[config.mk]
export PLATFORM = sky130hd
export DESIGN_NAME = system_exception_control
export DESIGN_NICKNAME = d
export VERILOG_FILES = /design/src/sys_exc_pkg.sv /design/src/preempt_group.sv /design/src/system_exception_control.sv
export SDC_FILE = /design/constraint.sdc
export NUM_CORES = 1
export LEC_CHECK = 0
export BUFFER_PORTS_ARGS = -buffer_cell sky130_fd_sc_hd__buf_2
export CAP_MARGIN = 20
export CORE_MARGIN = 4
export CORE_UTILIZATION = 48
export DETAILED_ROUTE_END_ITERATION = 8
export PLACE_DENSITY = 0.83
export SYNTH_ARGS = -nofsm -noshare
export SYNTH_HDL_FRONTEND = slang
export SYNTH_SLANG_ARGS = --single-unit
[constraint.sdc]
create_clock -name sys_clk -period 9.95 [get_ports sys_clk]
set_input_delay 0 -clock sys_clk [delete_from_list [all_inputs] [get_ports sys_clk]]
set_output_delay 0 -clock sys_clk [all_outputs]
set_load 0.03 [all_outputs]
[src/sys_exc_pkg.sv]
package sys_exc_pkg;

  // register byte addresses
  localparam logic [31:0] ADDR_RESET_CTRL    = 32'hE000_ED0C;
  localparam logic [31:0] ADDR_PRI_WORD_A    = 32'hE000_ED18;
  localparam logic [31:0] ADDR_PRI_WORD_B    = 32'hE000_ED1C;
  localparam logic [31:0] ADDR_PRI_WORD_C    = 32'hE000_ED20;
  localparam logic [31:0] ADDR_HANDLER_CTRL  = 32'hE000_ED24;
  localparam logic [31:0] ADDR_EVENT_STATUS  = 32'hE000_ED40;
  localparam logic [31:0] ADDR_EVENT_MASK    = 32'hE000_ED44;

  // reset-control fields
  localparam logic [15:0] RESET_KEY_WRITE    = 16'h05FA;
  localparam logic [15:0] RESET_KEY_READ     = 16'hFA05;
  localparam int          KEY_LSB            = 16;
  localparam int          ENDIAN_BIT         = 15;
  localparam int          GROUPING_LSB       = 8;
  localparam int          SYS_RESET_REQ_BIT  = 2;
  localparam int          CLR_ACTIVE_BIT     = 1;
  localparam int          CORE_RESET_BIT     = 0;
  localparam logic [2:0]  GROUPING_RESET     = 3'h0;
  localparam logic        ENDIAN_RESET       = 1'b0;

  // priority slots 4..15, three stored bits at the top of each byte
  localparam int          SLOT_COUNT         = 12;
  localparam int          SLOT_BASE          = 4;
  localparam int          PRI_LSB_IN_BYTE    = 5;
  localparam logic [11:0] SLOT_IMPLEMENTED   = 12'h0D8F;
  localparam logic [2:0]  PRI_RESET          = 3'h0;

  // handler control fields
  localparam int          ENABLE_LSB         = 16;
  localparam int          PENDING_LSB        = 12;
  localparam logic [2:0]  ENABLE_RESET       = 3'h0;
  localparam logic [3:0]  PENDING_RESET      = 4'h0;
  localparam logic [6:0]  ACTIVE_RESET       = 7'h00;
  // active vector index: 0 mem, 1 bus, 2 usage, 3 svcall, 4 monitor, 5 pendsv, 6 tick
  localparam int          ACT_MEM_BIT        = 0;
  localparam int          ACT_BUS_BIT        = 1;
  localparam int          ACT_USAGE_BIT      = 3;
  localparam int          ACT_SVCALL_BIT     = 7;
  localparam int          ACT_MONITOR_BIT    = 8;
  localparam int          ACT_PENDSV_BIT     = 10;
  localparam int          ACT_TICK_BIT       = 11;

  // event status and mask
  localparam int          EVENT_COUNT        = 8;
  localparam logic [7:0]  EVENT_RESET        = 8'h00;

endpackage : sys_exc_pkg

[src/preempt_group.sv]
`timescale 1ns/10ps

// keeps the pre-emption part of one stored priority for the given grouping
module preempt_group
(
  // priority in
  input  wire logic [2:0] pri,
  input  wire logic [2:0] grouping,
  // pre-emption part out
  output logic      [2:0] preempt
);

  genvar b;
  generate
    for (b = 0; b < 3; b = b + 1)
    begin : g_bit
      // byte bit (5 + b) belongs to pre-emption when above the grouping point
      assign preempt[b] = pri[b] & ((sys_exc_pkg::PRI_LSB_IN_BYTE + b) > int'(grouping));
    end
  endgenerate

endmodule : preempt_group

[src/system_exception_control.sv]
`timescale 1ns/10ps

// Notes on behaviour
// - Writing one to the system reset request bit drives the system reset request output.
// - That request brings a warm reset, and the warm reset clears the request bit.
// - Writing one to clear-active-vectors erases all active state except bits the core sets in the same cycle; the bit self-clears.
// - Writing one to the core reset bit resets all but debug logic and reads back zero.
// - Memory format is little endian after reset unless the strap selects otherwise.
// - Each system exception has an eight-bit priority lane, four lanes to a word.
// - Only the top three bits of each lane are stored and used for comparison.
// - Unimplemented priority bits read zero and ignore writes.
// - Word A holds memory fault in 7-5, bus fault in 15-13, usage fault in 23-21.
// - Priority words sit at consecutive word addresses for slots 4-7, 8-11, 12-15.
// - Reset-control writes act only with key 0x5FA in the upper halfword.
// - Grouping splits priorities; only the pre-emption part decides nesting.
module system_exception_control
(
  // clock and reset
  input  wire logic        sys_clk,
  input  wire logic        rst_n,
  // register port
  input  wire logic [31:0] addr,
  input  wire logic [31:0] wr_data,
  input  wire logic        wr_en,
  input  wire logic        rd_en,
  output logic      [31:0] rd_data,
  // core events
  input  wire logic [3:0]  pend_set,
  input  wire logic [3:0]  pend_clr,
  input  wire logic [6:0]  act_set,
  input  wire logic [6:0]  act_clr,
  // strap pin
  input  wire logic        big_endian_strap,
  // control outputs
  output logic             system_reset_request,
  output logic             core_reset_pulse,
  output logic             clear_active_pulse,
  output logic             big_endian,
  output logic      [2:0]  priority_grouping,
  output logic      [2:0]  fault_enable,
  output logic      [3:0]  pending_flags,
  output logic      [6:0]  active_flags,
  output logic             preempt_request,
  output logic      [3:0]  preempt_slot,
  output logic             irq
);

  // register state
  logic        sys_req_r;
  logic        core_rst_r;
  logic        clr_act_r;
  logic        big_endian_r;
  logic        strap_done_r;
  logic        strap_s1_r;
  logic        strap_s2_r;
  logic [2:0]  grouping_r;
  logic [2:0]  enable_r;
  logic [3:0]  pend_r;
  logic [6:0]  act_r;
  logic [7:0]  status_r;
  logic [7:0]  mask_r;
  logic        preempt_r;
  logic [3:0]  preempt_slot_r;
  logic        irq_r;
  logic [31:0] rd_data_r;

  // decode
  wire         sel_reset  = (addr == sys_exc_pkg::ADDR_RESET_CTRL);
  wire         sel_pri_a  = (addr == sys_exc_pkg::ADDR_PRI_WORD_A);
  wire         sel_pri_b  = (addr == sys_exc_pkg::ADDR_PRI_WORD_B);
  wire         sel_pri_c  = (addr == sys_exc_pkg::ADDR_PRI_WORD_C);
  wire         sel_hctl   = (addr == sys_exc_pkg::ADDR_HANDLER_CTRL);
  wire         sel_status = (addr == sys_exc_pkg::ADDR_EVENT_STATUS);
  wire         sel_mask   = (addr == sys_exc_pkg::ADDR_EVENT_MASK);
  wire         key_ok     = (wr_data[31:16] == sys_exc_pkg::RESET_KEY_WRITE);
  wire         reset_wr   = wr_en & sel_reset & key_ok;
  wire         hctl_wr    = wr_en & sel_hctl;
  wire [2:0]   pri_word_wr;

  assign pri_word_wr = {3{wr_en}} & {sel_pri_c, sel_pri_b, sel_pri_a};

  // reset-control requests
  wire         sys_req_set = reset_wr & wr_data[sys_exc_pkg::SYS_RESET_REQ_BIT];
  wire         clr_act_set = reset_wr & wr_data[sys_exc_pkg::CLR_ACTIVE_BIT];
  wire         core_rst_set = reset_wr & wr_data[sys_exc_pkg::CORE_RESET_BIT];

  // priority storage, one lane per slot
  wire  [2:0]  pri_val [sys_exc_pkg::SLOT_COUNT];
  wire  [2:0]  grp_val [sys_exc_pkg::SLOT_COUNT];

  genvar s;
  generate
    for (s = 0; s < sys_exc_pkg::SLOT_COUNT; s = s + 1)
    begin : g_slot
      localparam int WORD = s / 4;
      localparam int LANE = s % 4;
      localparam int LSB  = 8 * LANE + sys_exc_pkg::PRI_LSB_IN_BYTE;
      if (sys_exc_pkg::SLOT_IMPLEMENTED[s])
      begin : g_impl
        logic [2:0] lane_r;
        // only bits 7-5 of the lane are kept; lower bits are dropped
        always_ff @(posedge sys_clk)
        begin
          if (!rst_n)
            lane_r <= sys_exc_pkg::PRI_RESET;
          else if (pri_word_wr[WORD])
            lane_r <= wr_data[LSB +: 3];
        end
        assign pri_val[s] = lane_r;
      end
      else
      begin : g_none
        assign pri_val[s] = 3'h0;
      end
      preempt_group u_grp
      (
        .pri      (pri_val[s]),
        .grouping (grouping_r),
        .preempt  (grp_val[s])
      );
    end
  endgenerate

  // word images: top three bits of each byte, rest zero
  wire  [31:0] pri_word [3];
  genvar w;
  generate
    for (w = 0; w < 3; w = w + 1)
    begin : g_word
      assign pri_word[w] = {pri_val[4*w+3], 5'h00, pri_val[4*w+2], 5'h00,
                            pri_val[4*w+1], 5'h00, pri_val[4*w], 5'h00};
    end
  endgenerate

  // handler control next values; hardware sets win over any clear
  wire  [6:0]  act_wr_img = {wr_data[sys_exc_pkg::ACT_TICK_BIT],
                             wr_data[sys_exc_pkg::ACT_PENDSV_BIT],
                             wr_data[sys_exc_pkg::ACT_MONITOR_BIT],
                             wr_data[sys_exc_pkg::ACT_SVCALL_BIT],
                             wr_data[sys_exc_pkg::ACT_USAGE_BIT],
                             wr_data[sys_exc_pkg::ACT_BUS_BIT],
                             wr_data[sys_exc_pkg::ACT_MEM_BIT]};
  wire  [6:0]  act_base   = hctl_wr ? act_wr_img : act_r;
  wire  [6:0]  act_nxt    = act_set | (act_base & ~act_clr & ~{7{clr_act_set}});
  wire  [3:0]  pend_base  = hctl_wr ? wr_data[sys_exc_pkg::PENDING_LSB +: 4] : pend_r;
  wire  [3:0]  pend_nxt   = pend_set | (pend_base & ~pend_clr);

  wire  [31:0] hctl_img;
  assign hctl_img = {13'h0000, enable_r, pend_r,
                     act_r[6], act_r[5], 1'b0, act_r[4], act_r[3],
                     3'h0, act_r[2], 1'b0, act_r[1], act_r[0]};

  // nesting: pick best pending by full priority, nest by pre-emption only
  logic [11:0] pend_vec;
  logic [11:0] act_vec;
  logic        pend_found;
  logic        act_found;
  logic [2:0]  best_pri;
  logic [3:0]  best_idx;
  logic [2:0]  run_grp;
  logic        preempt_nxt;

  always_comb
  begin
    pend_vec       = 12'h000;
    pend_vec[0]    = pend_r[1] & enable_r[0];
    pend_vec[1]    = pend_r[2] & enable_r[1];
    pend_vec[2]    = pend_r[0] & enable_r[2];
    pend_vec[7]    = pend_r[3];
    act_vec        = 12'h000;
    act_vec[0]     = act_r[0];
    act_vec[1]     = act_r[1];
    act_vec[2]     = act_r[2];
    act_vec[7]     = act_r[3];
    act_vec[8]     = act_r[4];
    act_vec[10]    = act_r[5];
    act_vec[11]    = act_r[6];
    pend_found     = 1'b0;
    act_found      = 1'b0;
    best_pri       = 3'h7;
    best_idx       = 4'h0;
    run_grp        = 3'h7;
    for (int i = 0; i < sys_exc_pkg::SLOT_COUNT; i++)
    begin
      if (pend_vec[i] && (!pend_found || pri_val[i] < best_pri))
      begin
        pend_found = 1'b1;
        best_pri   = pri_val[i];
        best_idx   = 4'(i);
      end
      if (act_vec[i] && (!act_found || grp_val[i] < run_grp))
      begin
        act_found = 1'b1;
        run_grp   = grp_val[i];
      end
    end
    preempt_nxt = pend_found && (!act_found || grp_val[best_idx] < run_grp);
  end

  // events: pending set x4, clear-active, core reset, system reset, nesting rise
  wire  [7:0]  events     = {preempt_nxt & ~preempt_r, sys_req_set, core_rst_set,
                             clr_act_set, pend_set};
  wire  [7:0]  status_w1c = (wr_en & sel_status) ? wr_data[7:0] : 8'h00;
  wire  [7:0]  status_nxt = events | (status_r & ~status_w1c);

  // read mux; core-reset and clear-active bits of reset control read zero, request bit reads back
  wire  [31:0] reset_img  = {sys_exc_pkg::RESET_KEY_READ, big_endian_r, 4'h0, grouping_r,
                             5'h00, sys_req_r, 2'h0};
  wire  [31:0] rd_mux     = sel_reset  ? reset_img :
                            sel_pri_a  ? pri_word[0] :
                            sel_pri_b  ? pri_word[1] :
                            sel_pri_c  ? pri_word[2] :
                            sel_hctl   ? hctl_img :
                            sel_status ? {24'h00_0000, status_r} :
                            sel_mask   ? {24'h00_0000, mask_r} : 32'h0000_0000;

  // strap passes two flops; no reset needed on pure sampling stages
  always_ff @(posedge sys_clk)
  begin
    strap_s1_r <= big_endian_strap;
    strap_s2_r <= strap_s1_r;
  end

  always_ff @(posedge sys_clk)
  begin
    if (!rst_n)
    begin
      big_endian_r <= sys_exc_pkg::ENDIAN_RESET;
      strap_done_r <= 1'b0;
    end
    else if (!strap_done_r)
    begin
      big_endian_r <= strap_s2_r;
      strap_done_r <= 1'b1;
    end
  end

  // request bit holds until the warm reset it triggers comes back on rst_n
  always_ff @(posedge sys_clk)
  begin
    if (!rst_n)
      sys_req_r <= 1'b0;
    else if (sys_req_set)
      sys_req_r <= 1'b1;
  end

  always_ff @(posedge sys_clk)
  begin
    if (!rst_n)
    begin
      core_rst_r <= 1'b0;
      clr_act_r  <= 1'b0;
    end
    else
    begin
      core_rst_r <= core_rst_set;
      clr_act_r  <= clr_act_set;
    end
  end

  always_ff @(posedge sys_clk)
  begin
    if (!rst_n)
      grouping_r <= sys_exc_pkg::GROUPING_RESET;
    else if (reset_wr)
      grouping_r <= wr_data[sys_exc_pkg::GROUPING_LSB +: 3];
  end

  // software writes to active bits do not touch stack state
  always_ff @(posedge sys_clk)
  begin
    if (!rst_n)
    begin
      enable_r <= sys_exc_pkg::ENABLE_RESET;
      pend_r   <= sys_exc_pkg::PENDING_RESET;
      act_r    <= sys_exc_pkg::ACTIVE_RESET;
    end
    else
    begin
      if (hctl_wr)
        enable_r <= wr_data[sys_exc_pkg::ENABLE_LSB +: 3];
      pend_r <= pend_nxt;
      act_r  <= act_nxt;
    end
  end

  always_ff @(posedge sys_clk)
  begin
    if (!rst_n)
    begin
      status_r <= sys_exc_pkg::EVENT_RESET;
      mask_r   <= sys_exc_pkg::EVENT_RESET;
      irq_r    <= 1'b0;
    end
    else
    begin
      status_r <= status_nxt;
      if (wr_en && sel_mask)
        mask_r <= wr_data[7:0];
      irq_r <= |(status_nxt & mask_r);
    end
  end

  always_ff @(posedge sys_clk)
  begin
    if (!rst_n)
    begin
      preempt_r      <= 1'b0;
      preempt_slot_r <= 4'h0;
    end
    else
    begin
      preempt_r      <= preempt_nxt;
      preempt_slot_r <= 4'(best_idx + sys_exc_pkg::SLOT_BASE);
    end
  end

  // read data stand one cycle only
  always_ff @(posedge sys_clk)
  begin
    if (!rst_n)
      rd_data_r <= 32'h0000_0000;
    else
      rd_data_r <= rd_en ? rd_mux : 32'h0000_0000;
  end

  assign rd_data              = rd_data_r;
  assign system_reset_request = sys_req_r;
  assign core_reset_pulse     = core_rst_r;
  assign clear_active_pulse   = clr_act_r;
  assign big_endian           = big_endian_r;
  assign priority_grouping    = grouping_r;
  assign fault_enable         = enable_r;
  assign pending_flags        = pend_r;
  assign active_flags         = act_r;
  assign preempt_request      = preempt_r;
  assign preempt_slot         = preempt_slot_r;
  assign irq                  = irq_r;

endmodule : system_exception_control

=== Yosys cells after proc, flatten, opt, wreduce, memory -nomap -nowiden ===
Cells that the tools add are included.

* Bits of input ports: 91
* Output and inout bits: 59
* Logic and storage cells: 179
* Flip-flop bits (word level): 102

* Bitwise logic cells: 52
* Mux-type cells: 38
* Eq/ne operators: 8
* Order comparisons: 14
* Reduce and logical (&&, ||, !) cells: 37
* $add $sub $neg: 1

{| class="wikitable"
|+ Operators by type and width
! cell !! number
|-
| $eq A32 B32 Y1 const B || 7
|-
| $mux W32 || 4
|-
| $mux W3 || 12
|-
| $and A1 B1 Y1 || 35
|-
| $lt A3 B3 Y1 || 10
|-
| $mux W8 || 3
|-
| $mux W19 || 1
|-
| $and A8 B8 Y8 || 2
|-
| $eq A16 B11 Y1 const B || 1
|-
| $reduce_or A8 Y1 || 2
|-
| $and A7 B7 Y7 || 2
|-
| $not A7 Y7 || 2
|-
| $mux W1 || 13
|-
| $bmux W3 S4 || 1
|-
| $mux W4 || 3
|-
| $logic_and A1 B1 Y1 || 11
|-
| $logic_not A1 Y1 || 10
|-
| $logic_or A1 B1 Y1 || 10
|-
| $gt A3 B3 Y1 const A || 3
|-
| $not A8 Y8 || 1
|-
| $or A8 B8 Y8 || 1
|-
| $mux W7 || 1
|-
| $or A7 B7 Y7 || 1
|-
| $reduce_or A7 Y1 || 1
|-
| 11 further kinds || 13
|}

=== Logic depth before layout (Yosys ltp) ===
Gate-level depths: netlist of the first run.

* Word-level depth: 34
* Depth in mapped cells: 48
* Depth with buffers taken out: 47

=== Cells and area by module ===
Synthesis of the first run repeated with hierarchy kept, for this count alone.

* Cell total of the unflattened synthesis: 685
* Area total of the unflattened synthesis: 5,395.2 µm²

{| class="wikitable"
|+ By module, submodules not included
! module !! times used !! seq. area each (µm²) !! cells an instance !! area each (µm²)
|-
| system_exception_control || 1 || 1,921.8 || 650 || 5,193.7
|-
| preempt_group || 7 || 0.0 || 5 || 28.8
|}

=== Worst setup path after synthesis of the first run ===
OpenSTA, ideal clock, no wires.

* Kind: reg-to-reg
* From: reg grouping_r[2] (netlist: priority_grouping[2])
* To: reg irq_r (netlist: irq)
* Data arrival time: 9,632 ps
* Setup slack: 256 ps
* Stages on the path, launching flop included: 47
* Buffers on the path: 1
* Period minus slack after synthesis: 9,694 ps
* Data required time: 9,888 ps
* Setup time: 62 ps
* Cell sequence: dfxtp_1 -> clkbuf_1 -> nand3_1 -> and2_1 -> ha_1 -> nand3_1 -> a31oi_2 -> mux2i_1 -> nor3_1 -> ha_1 -> a21oi_1 -> o221ai_1 -> o21ai_0 -> mux2i_1 -> inv_1 -> ha_1 -> a21oi_1 -> o2111a_1 -> [... 11 more ...] -> o21a_1 -> nor2_1 -> o21ai_0 -> o21ai_0 -> a31oi_1 -> nor2b_1 -> a31oi_1 -> ha_1 -> a21oi_1 -> nand2_1 -> a21boi_0 -> a31o_2 -> mux2_1 -> ha_1 -> a2111oi_0 -> o311a_1 -> or4bb_1 -> nand3_1

* Cells in the longest elaborated chain, start to end: 34
* Elaborated cells between the ends (all ways): 74
* Those cells by class: order compare: 10; mux: 16; bitwise: 27; reduce/logical: 21

{| class="wikitable"
|+ RTL lines
! what !! RTL line !! source
|-
| start, declared || system_exception_control.sv:56 || <nowiki>logic [2:0] grouping_r;</nowiki>
|-
| start signal, assigned || system_exception_control.sv:264 || <nowiki>grouping_r <= sys_exc_pkg::GROUPING_RESET;</nowiki>
|-
| start signal, assigned || system_exception_control.sv:266 || <nowiki>grouping_r <= wr_data[sys_exc_pkg::GROUPING_LSB +: 3];</nowiki>
|-
| $gt A3 B3 Y1 (on tied branches) || n/a ||
|-
| $and A1 B1 Y1 || preempt_group.sv:18 || <nowiki>assign preempt[b] = pri[b] & ((sys_exc_pkg::PRI_LSB_IN_BYTE + b) > int'(grouping));</nowiki>
|-
| $mux W3 || system_exception_control.sv:191 || <nowiki>if (act_vec[i] && (!act_found || grp_val[i] < run_grp))</nowiki>
|-
| $lt A3 B3 Y1 || system_exception_control.sv:191 ||
|-
| $logic_or A1 B1 Y1 || system_exception_control.sv:191 ||
|-
| $logic_and A1 B1 Y1 || system_exception_control.sv:191 ||
|-
| $mux W3 or $mux W1 (tied branches) || system_exception_control.sv:191 ||
|-
| $lt A3 B3 Y1 or $logic_not A1 Y1 (tied branches) || system_exception_control.sv:191 ||
|-
| [... 18 more ...] || n/a ||
|-
| $mux W3 or $mux W1 (tied branches) || system_exception_control.sv:191 ||
|-
| $lt A3 B3 Y1 or $logic_not A1 Y1 (tied branches) || system_exception_control.sv:197 || <nowiki>preempt_nxt = pend_found && (!act_found || grp_val[best_idx] < run_grp);</nowiki>
|-
| $logic_or A1 B1 Y1 (*) || system_exception_control.sv:197 ||
|-
| $logic_and A1 B1 Y1 (*) || system_exception_control.sv:197 ||
|-
| $and A1 B1 Y1 (*) || system_exception_control.sv:201 || <nowiki>wire [7:0] events = {preempt_nxt & ~preempt_r, sys_req_set, core_rst_set,</nowiki>
|-
| $or A8 B8 Y8 (*) || system_exception_control.sv:204 || <nowiki>wire [7:0] status_nxt = events | (status_r & ~status_w1c);</nowiki>
|-
| $and A8 B8 Y8 (*) || system_exception_control.sv:300 || <nowiki>irq_r <= |(status_nxt & mask_r);</nowiki>
|-
| $reduce_or A8 Y1 (*) || system_exception_control.sv:300 ||
|-
| end signal, assigned || system_exception_control.sv:300 ||
|-
| end, declared || system_exception_control.sv:64 || <nowiki>logic irq_r;</nowiki>
|}

Every way passes the cells marked *; elsewhere a longest branch is shown, timed or not. The select of a mux whose other input is x is not followed.
A chain may end at the register's enable or synchronous reset.

=== Worst setup path after layout of the first run ===
* From: reg grouping_r[0] (netlist: priority_grouping[0])
* To: reg irq_r (netlist: irq)

Same word-level chain as after synthesis.

==> summary.txt, run 1 <==
Floorplanning
  • Starting Density: 49.7%
  • Die W: between 100 and 150 µm
  • Die area: between 10,000 and 15,000 µm²
  • Ports: 150
  • Core Region: 11,000 µm²
  • Die height: between 100 and 150 µm
  • Row cnt: 38

Power
  • Leak: 3.06 nW
  • Sw power: 0.262 mW
  • Clock network fraction of design power: 40.7%
  • Cell Int Power: around 0.66 mW
  • Sequential power share: 43.5%
  • Peak VDD IR: ~0.09 mV
  • Combinational share of power: 15.9%
  • Switching Share: 28.5%
  • Power Density: 128 nW/µm²
  • Power consumption: 0.922 mW

Final layout
  • ANT cells: 0
  • FF/Latch Area: 1930 µm²
  • Layout Nets: 950
  • Layout area overhead: 31.9%
  • Multi-input logic area: 3380 µm²
  • Share of cells above drive strength 1: about a quarter
  • Fill count: 879

Global route
  • Remaining Overflow, GRT: 0
  • GRT Resource Usage Total: roughly 28%
  • Global-route wire length before repair: 28,800 µm
  • Initial antenna violation count: 0
  • Vias in the first global route: 5,784
  • Pin count of the biggest net entering global routing: 48

Logic synthesis
  • Seq/Total Area, Yosys: 35.2%
  • Count leader, synth: dfxtp_1
  • Post-Synthesis Cells: between 600 and 700
  • Most frequent cells after synthesis: 96 x dfxtp_1, 65 x nand2_1, 58 x a21oi_1
  • Post-synthesis async set-or-reset flop share: 0%
  • Primary FF master, synth: dfxtp_1
  • Top cell type's share of synthesized area: 35.2%
  • Synthesized cell area: 5450 µm²
  • Number of synthesized flops with an enable pin: 0
  • Yosys top cell by area: dfxtp_1
  • Count of cell types in the netlist: 71
  • Warnings, synthesis: 0
  • Largest cells by area after synthesis: dfxtp_1 35%, mux2i_1 5.7%, a21oi_1 5.3%, ha_1 4.6%, nand2_1 4.5%
  • Seq cells post-synth: 96
  • Syn avg cell area: between 8 and 9 µm²

Setup path
  • CP endpoint kind: register
  • Most used cell, CP: ha_1
  • Crit-path max FO: 6
  • Req. time, crit path: 10.25 ns
  • Critical Path Slowest Stage Cell: or4bb_1
  • WS Path Type: register to register
  • Largest stage delay on the critical path: 0.48 ns
  • WP data arrival: ~10 ns
  • CP startpoint kind: register

Routing
  • Antenna viol nets, final: 0
  • Vias per inst: approximately 6
  • Drt pass-1 iters: 7
  • WL/cell: 19.1 µm
  • Drc violations: 0
  • Routed via count: 6,039
  • Initial DRC count: between 500 and 600
  • Final WL: 18,800 µm

Timing
  • Worst Clk Skew: approximately 0.011 ns
  • FMAX: 103 MHz
  • Final setup fails: 0
  • Slew headroom: between 30% and 40%
  • Final Hold Fails: 0
  • Max-slew violations: 0
  • Worst Tran Pin Value: 0.971 ns
  • Fin crit share: 97.2%
  • TNS Setup: 0 ns
  • Worst Hold Slack: 0.00868 ns
  • Minimum clock period: around 9.7 ns

Flow run
  • Max cap viols: 0

Clock network
  • Clock sink count: 96
  • TritonCTS clock tree: yes
  • H-tree levels: 3
  • Clk slew on worst S/H paths: 0.08 ns
  • CTS Root Cell: clkbuf_16
  • TritonCTS Buffers: 9
  • CTS Buffer Depth: 2
  • Clock latency at the later pin of the worst-skew pair: 0.35 ns

Outcome
  • Status: finished clean

Placement
  • Final Wtd Congestion: 0.913
  • IO buf count: 145
  • Dpl hpwl: about 13,000 µm

Worst hold path
  • Hold Crit Class: primary input to register
-- routing by layer --
| metal | GRT usage [%] | vias to the layer above | part of all wire, % |
|---|---|---|---|
| met5 | 0 | - | 0 |
| met4 | 14.1 | 0 | 4.5 |
| met3 | 6.24 | 74 | 10 |
| met2 | 44.6 | 408 | 47 |
| met1 | 34.4 | 2790 | 38 |
| li1 | - | 2767 | - |
-- cell usage in the layout, fill, tap and decap left out, drive strengths merged, types with 8 or more instances in the layout --
cell,count
a21boi,8
a21oi,58
a22o,10
a31oi,11
and2,23
and3,12
buf,160
clkbuf,9
dfxtp,96
dlygate4sd3,48
ha,20
inv,23
mux2i,31
nand2,65
nand3,31
nor2,53
nor3,17
o21a,24
o21ai,33
-- per-stage QoR --
| stage | area (µm²) | std cells | worst slack, ns | util [%] |
|---|---|---|---|---|
| floorplan | 5470 | 663 | 0.256 | - |
| global placement | 6240 | 916 | 0.0922 | 56.8 |
| detailed placement | 6240 | 916 | -0.197 | 56.8 |
| CTS | 7070 | 981 | 0.0384 | 64.4 |
| global route | 7190 | 984 | -0.156 | 65.5 |
| finish | 7190 | 984 | 0.277 | 65.5 |
-- cells by family after synthesis --
group / share of synthesized area, %
AOI/OAI and AO/OA: 24.1
adders and majority gates: 4.59
buffers and inverters: 5.18
DFF: 35.2
muxes: 6.52
other: 0.0688
and+or+nand+nor: 24.3
-- area by class of cell --
cell class	instances	area share, %
inverter	20	1.04
multi-input combinational	504	46.9
sequential	96	26.8
clock inverter	7	1.32
clock buffer	9	3.13
timing repair buffer	208	18.3
tap	140	2.44
-- timing repair --
| action | CTS | global route |
|---|---|---|
| pin swaps | 1 | 6 |
| gates resized for setup | 5 | 26 |
| cloned | 0 | 0 |
| setup buffers | 1 | 3 |
| hold endpoints to repair | 54 | 0 |
| hold buffers | 48 | 0 |
| endpoints found under the setup margin | 2 | 3 |
-- registers in the layout, summed over array words and instances, names as in the netlist, 3 cells and up --
register,flops
fault_enable,3
pending_flags,4
preempt_slot,4
status_r,8
g_slot.g_impl.lane_r,24
active_flags,7
mask_r,8
priority_grouping,3
rd_data,26
-- worst paths after layout --
path	start	endpoint	slack, ns	cells past startpoint
worst max register to register	priority_grouping[0]	irq	0.28	45
worst min-delay path	pend_clr[3]	pending_flags[3]	0.009	3
worst max-delay path	priority_grouping[0]	irq	0.28	45
worst min register to register	strap_s1_r	strap_s2_r	0.33	0
-- critical path, delay by kind of cell (launching register included) --
kind / cells / cell delay, ns
AOI/OAI and AO/OA: 23 / 4.54
DFF: 1 / 0.39
and+or+nand+nor: 11 / 1.74
buffers and inverters: 2 / 0.24
adders and majority gates: 7 / 2.10
muxes: 2 / 0.63
-- power groups by stage --
stage | clock network (mW) | logic [mW] | registers [mW]
after floorplan | 0 | 0.0643 | 0.415
after global placement | 0 | 0.113 | 0.409
after detailed placement | 0 | 0.114 | 0.409
after CTS | 0.376 | 0.133 | 0.400
after global routing | 0.390 | 0.158 | 0.402
final | 0.375 | 0.146 | 0.401
Note: power is estimated with default switching activity, not from simulation.
==> run 2: changes to the inputs <==
- SYNTH_HIERARCHICAL: unset -> 1
==> run 2 against run 1 <==
Against the previous run: total power is 6.9% lower; via count is 0.96% higher; first-iteration DRC count is 29% higher; sequential share of layout area is 0.97 points higher; global-route usage is 1.1 points higher; routed wire length is 1.2% higher; non-clock buffer count is 11 lower; critical endpoint unchanged; highest routed layer unchanged.
==> summary.txt, run 2 <==
Outcome
  • Status: finished clean

Routing
  • WL/cell: 18.9 µm (-1.1%)
  • Initial DRC count: 668 (+29%)
  • Final WL: 19,000 µm (+1.2%)
  • Vias per inst: 6.06 (-1.2%)
  • Antenna viol nets, final: 0 (unchanged)
  • Routed via count: 6,097 (+0.96%)
  • Drc violations: 0 (unchanged)
  • Drt pass-1 iters: 7 (unchanged)

Setup path
  • CP startpoint kind: register
  • WP data arrival: 9.49 ns (-0.48 ns)
  • Critical Path Slowest Stage Cell: dfxtp_2
  • Delay-heaviest family, CP: compound AO/OA/AOI/OAI gates
  • Most used cell, CP: ha_1
  • Critical path buffer and inverter count: 3 (+1)
  • Req. time, crit path: 10.20 ns (-0.05 ns)
  • Largest stage delay on the critical path: 0.54 ns (+0.06 ns)
  • Crit-path max FO: 24 (+18)
  • CP endpoint kind: register
  • FF-to-FF setup slack: 0.71 ns (+0.43 ns)
  • WS Path Type: register to register

Global route
  • Pin count of the biggest net entering global routing: 63 (+31%)
  • GRT Resource Usage Total: 28.7% (+1.1 points)
  • Vias in the first global route: 6,011 (+3.9%)
  • Global-route wire length before repair: 29,700 µm (+2.9%)
  • Initial antenna violation count: 0 (unchanged)
  • Remaining Overflow, GRT: 0 (unchanged)

Final layout
  • Most frequent cells in the layout: 145 x buf_2, 99 x nand2_1, 93 x dfxtp_1
  • Fill count: 898 (+2.2%)
  • Layout Nets: 967 (+1.8%)
  • ANT cells: 0 (unchanged)
  • Share of cells above drive strength 1: 23.7% (-2.4 points)
  • Max reg flops: 26 (unchanged)
  • Fin util: 63.5% (-2.0 points)
  • Post-Layout Cell Count: 1,006 (+2.2%)
  • Commonest non-fill, non-tap cell in the layout: buf_2
  • Multi-input logic area: 3200 µm² (-5.2%)
  • FF/Latch Area: 1930 µm² (about the same)
  • Layout area overhead: 28.7%

Logic synthesis
  • Yosys top cell by area: dfxtp_1
  • Synthesized cell area: 5400 µm² (-1.1%)
  • Count of cell types in the netlist: 78 (+9.9%)
  • Synth Area in Compound Gates: 21.8% (-2.3 points)
  • Largest cells by area after synthesis: dfxtp_1 36%, nand2_1 6.9%, a21oi_1 5.5%, nor2_1 4.9%, mux2i_1 3.9%
  • Count leader, synth: nand2_1
  • Top cell type's share of synthesized area: 35.6% (+0.38 points)
  • Post-synthesis async set-or-reset flop share: 0% (unchanged)
  • Number of synthesized flops with an enable pin: 0 (unchanged)
  • Primary FF master, synth: dfxtp_1
  • Post-synthesis adder-cell area fraction: 3.48% (-1.1 points)
  • Warnings, synthesis: 6 (+6)
  • XOR/XNOR Fraction of Synth Area: 0% (unchanged)
  • Mux cell area share after synthesis: 6.47% (-0.045 points)
  • Seq cells post-synth: 96 (unchanged)
  • Most frequent cells after synthesis: 99 x nand2_1, 96 x dfxtp_1, 71 x nor2_1
  • Seq/Total Area, Yosys: 35.6% (+0.38 points)
  • Syn avg cell area: 7.88 µm² (-4.7%)
  • Largest family of logic cells by synthesized area: simple AND/OR/NAND/NOR gates
  • Post-Synthesis Cells: 685 (+3.8%)
  • Synth Area in Simple Gates: 27.3% (+3.0 points)

Timing
  • Slew headroom: 40.7% (+5.4 points)
  • Worst Clk Skew: 0.00865 ns (-0.00221 ns)
  • RSZ-0062 raised after global routing: no
  • Minimum clock period: 9.24 ns (-0.433 ns)
  • Final Hold Fails: 0 (unchanged)
  • TNS Setup: 0 ns (unchanged)
  • Final setup fails: 0 (unchanged)
  • Worst Tran Pin Value: 0.881 ns (-0.0894 ns)
  • Max-slew violations: 0 (unchanged)
  • FMAX: 108 MHz (+4.7%)
  • Fin crit share: 92.9% (-4.4 points)

Floorplanning
  • Row cnt: 38 (unchanged)
  • Core Region: 10,900 µm² (-0.43%)
  • Starting Density: 49.3% (-0.32 points)
  • Die area: 13,000 µm² (-1.0%)
  • Ports: 150 (unchanged)
  • Die W: 114 µm (-0.50%)
  • Die height: 114 µm (-0.50%)

Clock network
  • H-tree levels: 3 (unchanged)
  • CTS Buffer Depth: 2 (unchanged)
  • TritonCTS Buffers: 9 (unchanged)
  • Clk slew on worst S/H paths: 0.07 ns (about the same)
  • TritonCTS clock tree: yes
  • CTS Root Cell: clkbuf_16
  • Clock latency at the later pin of the worst-skew pair: 0.35 ns (about the same)
  • Clock sink count: 96 (unchanged)

Power
  • Leak: 2.95 nW (-3.5%)
  • Power Density: 124 nW/µm² (-3.6%)
  • Peak VDD IR: 0.0837 mV (-7.3%)
  • Power consumption: 0.859 mW (-6.9%)

Worst hold path
  • Hold Crit Class: primary input to register

Flow run
  • Max cap viols: 0 (unchanged)

Placement
  • Dpl cells: 941 (+2.7%)
  • Dpl hpwl: 13,200 µm (+3.8%)
  • Final Wtd Congestion: 0.989 (+8.3%)
  • IO buf count: 145 (unchanged)
-- run 2: path summary, 6_finish.rpt --
path,start,end,cells past startpoint
setup reg to reg,priority_grouping[2],irq,46
hold reg to reg,strap_s1_r,strap_s2_r,0
hold / removal,rd_en,rd_data[30],3
setup / recovery,priority_grouping[2],irq,46
-- run 2: area by class of cell --
| class | instances | share of cell area (%) |
|---|---|---|
| clock buffer | 11 | 3.35 |
| clock inverter | 5 | 0.576 |
| inverter | 31 | 1.71 |
| multi-input combinational | 526 | 46.1 |
| sequential | 96 | 27.8 |
| tap | 140 | 2.52 |
| timing repair buffer | 197 | 18.0 |
-- run 2: timing repair --
action | 4_1_cts | 5_1_grt
endpoints found under the hold margin | 57 | 0
setup buffers | 0 | 0
resized for setup | 0 | 4
hold buffers | 48 | 0
endpoints found under the setup margin | 0 | 3
-- run 2: kinds of logic (layout without fill, tap and decap cells) --
group | count (synthesis) | after routing
other | 1 | 4
adder cells (fa/ha/maj) | 15 | 15
AO/OA/AOI/OAI | 176 | 176
buffers and inverters | 66 | 244
AND/OR/NAND/NOR | 298 | 298
flip-flops | 96 | 96
multiplexers | 33 | 33
-- run 2: worst reg2reg max path, delay by kind of cell (launching register included) --
kind	cells	cell delay, ns
AOI/OAI and AO/OA	20	3.41
adders and majority gates	7	2.01
buffers and inverters	3	0.21
DFF	1	0.54
muxes	5	1.44
and+or+nand+nor	11	1.53
-- run 2: power breakdown --
group	switching (mW)	leakage [nW]	internal [mW]
combinational	0.0710	2.04	0.0583
clock	0.157	0.128	0.172
sequential	0.0103	0.782	0.391
-- run 2: stage by stage --
| step | instance area (µm²) | hold WS, ns | worst slack (ns) |
|---|---|---|---|
| floorplan | 5410 | 0.0277 | 1.32 |
| global placement | 6170 | 0.102 | 0.944 |
| detailed placement | 6170 | 0.107 | 0.620 |
| CTS | 6920 | 0.0365 | 0.588 |
| global route | 6950 | 0.0854 | 0.00524 |
| finish | 6950 | 0.0570 | 0.711 |
-- run 2: routing by layer --
metal / part of all wire [%] / wire, µm / global-route usage [%]
met1: 37 / 7020 / 33.9
met5: 0 / 0 / 0
met3: 10 / 1950 / 7.32
met4: 6.0 / 1130 / 16.9
met2: 47 / 8920 / 47.1
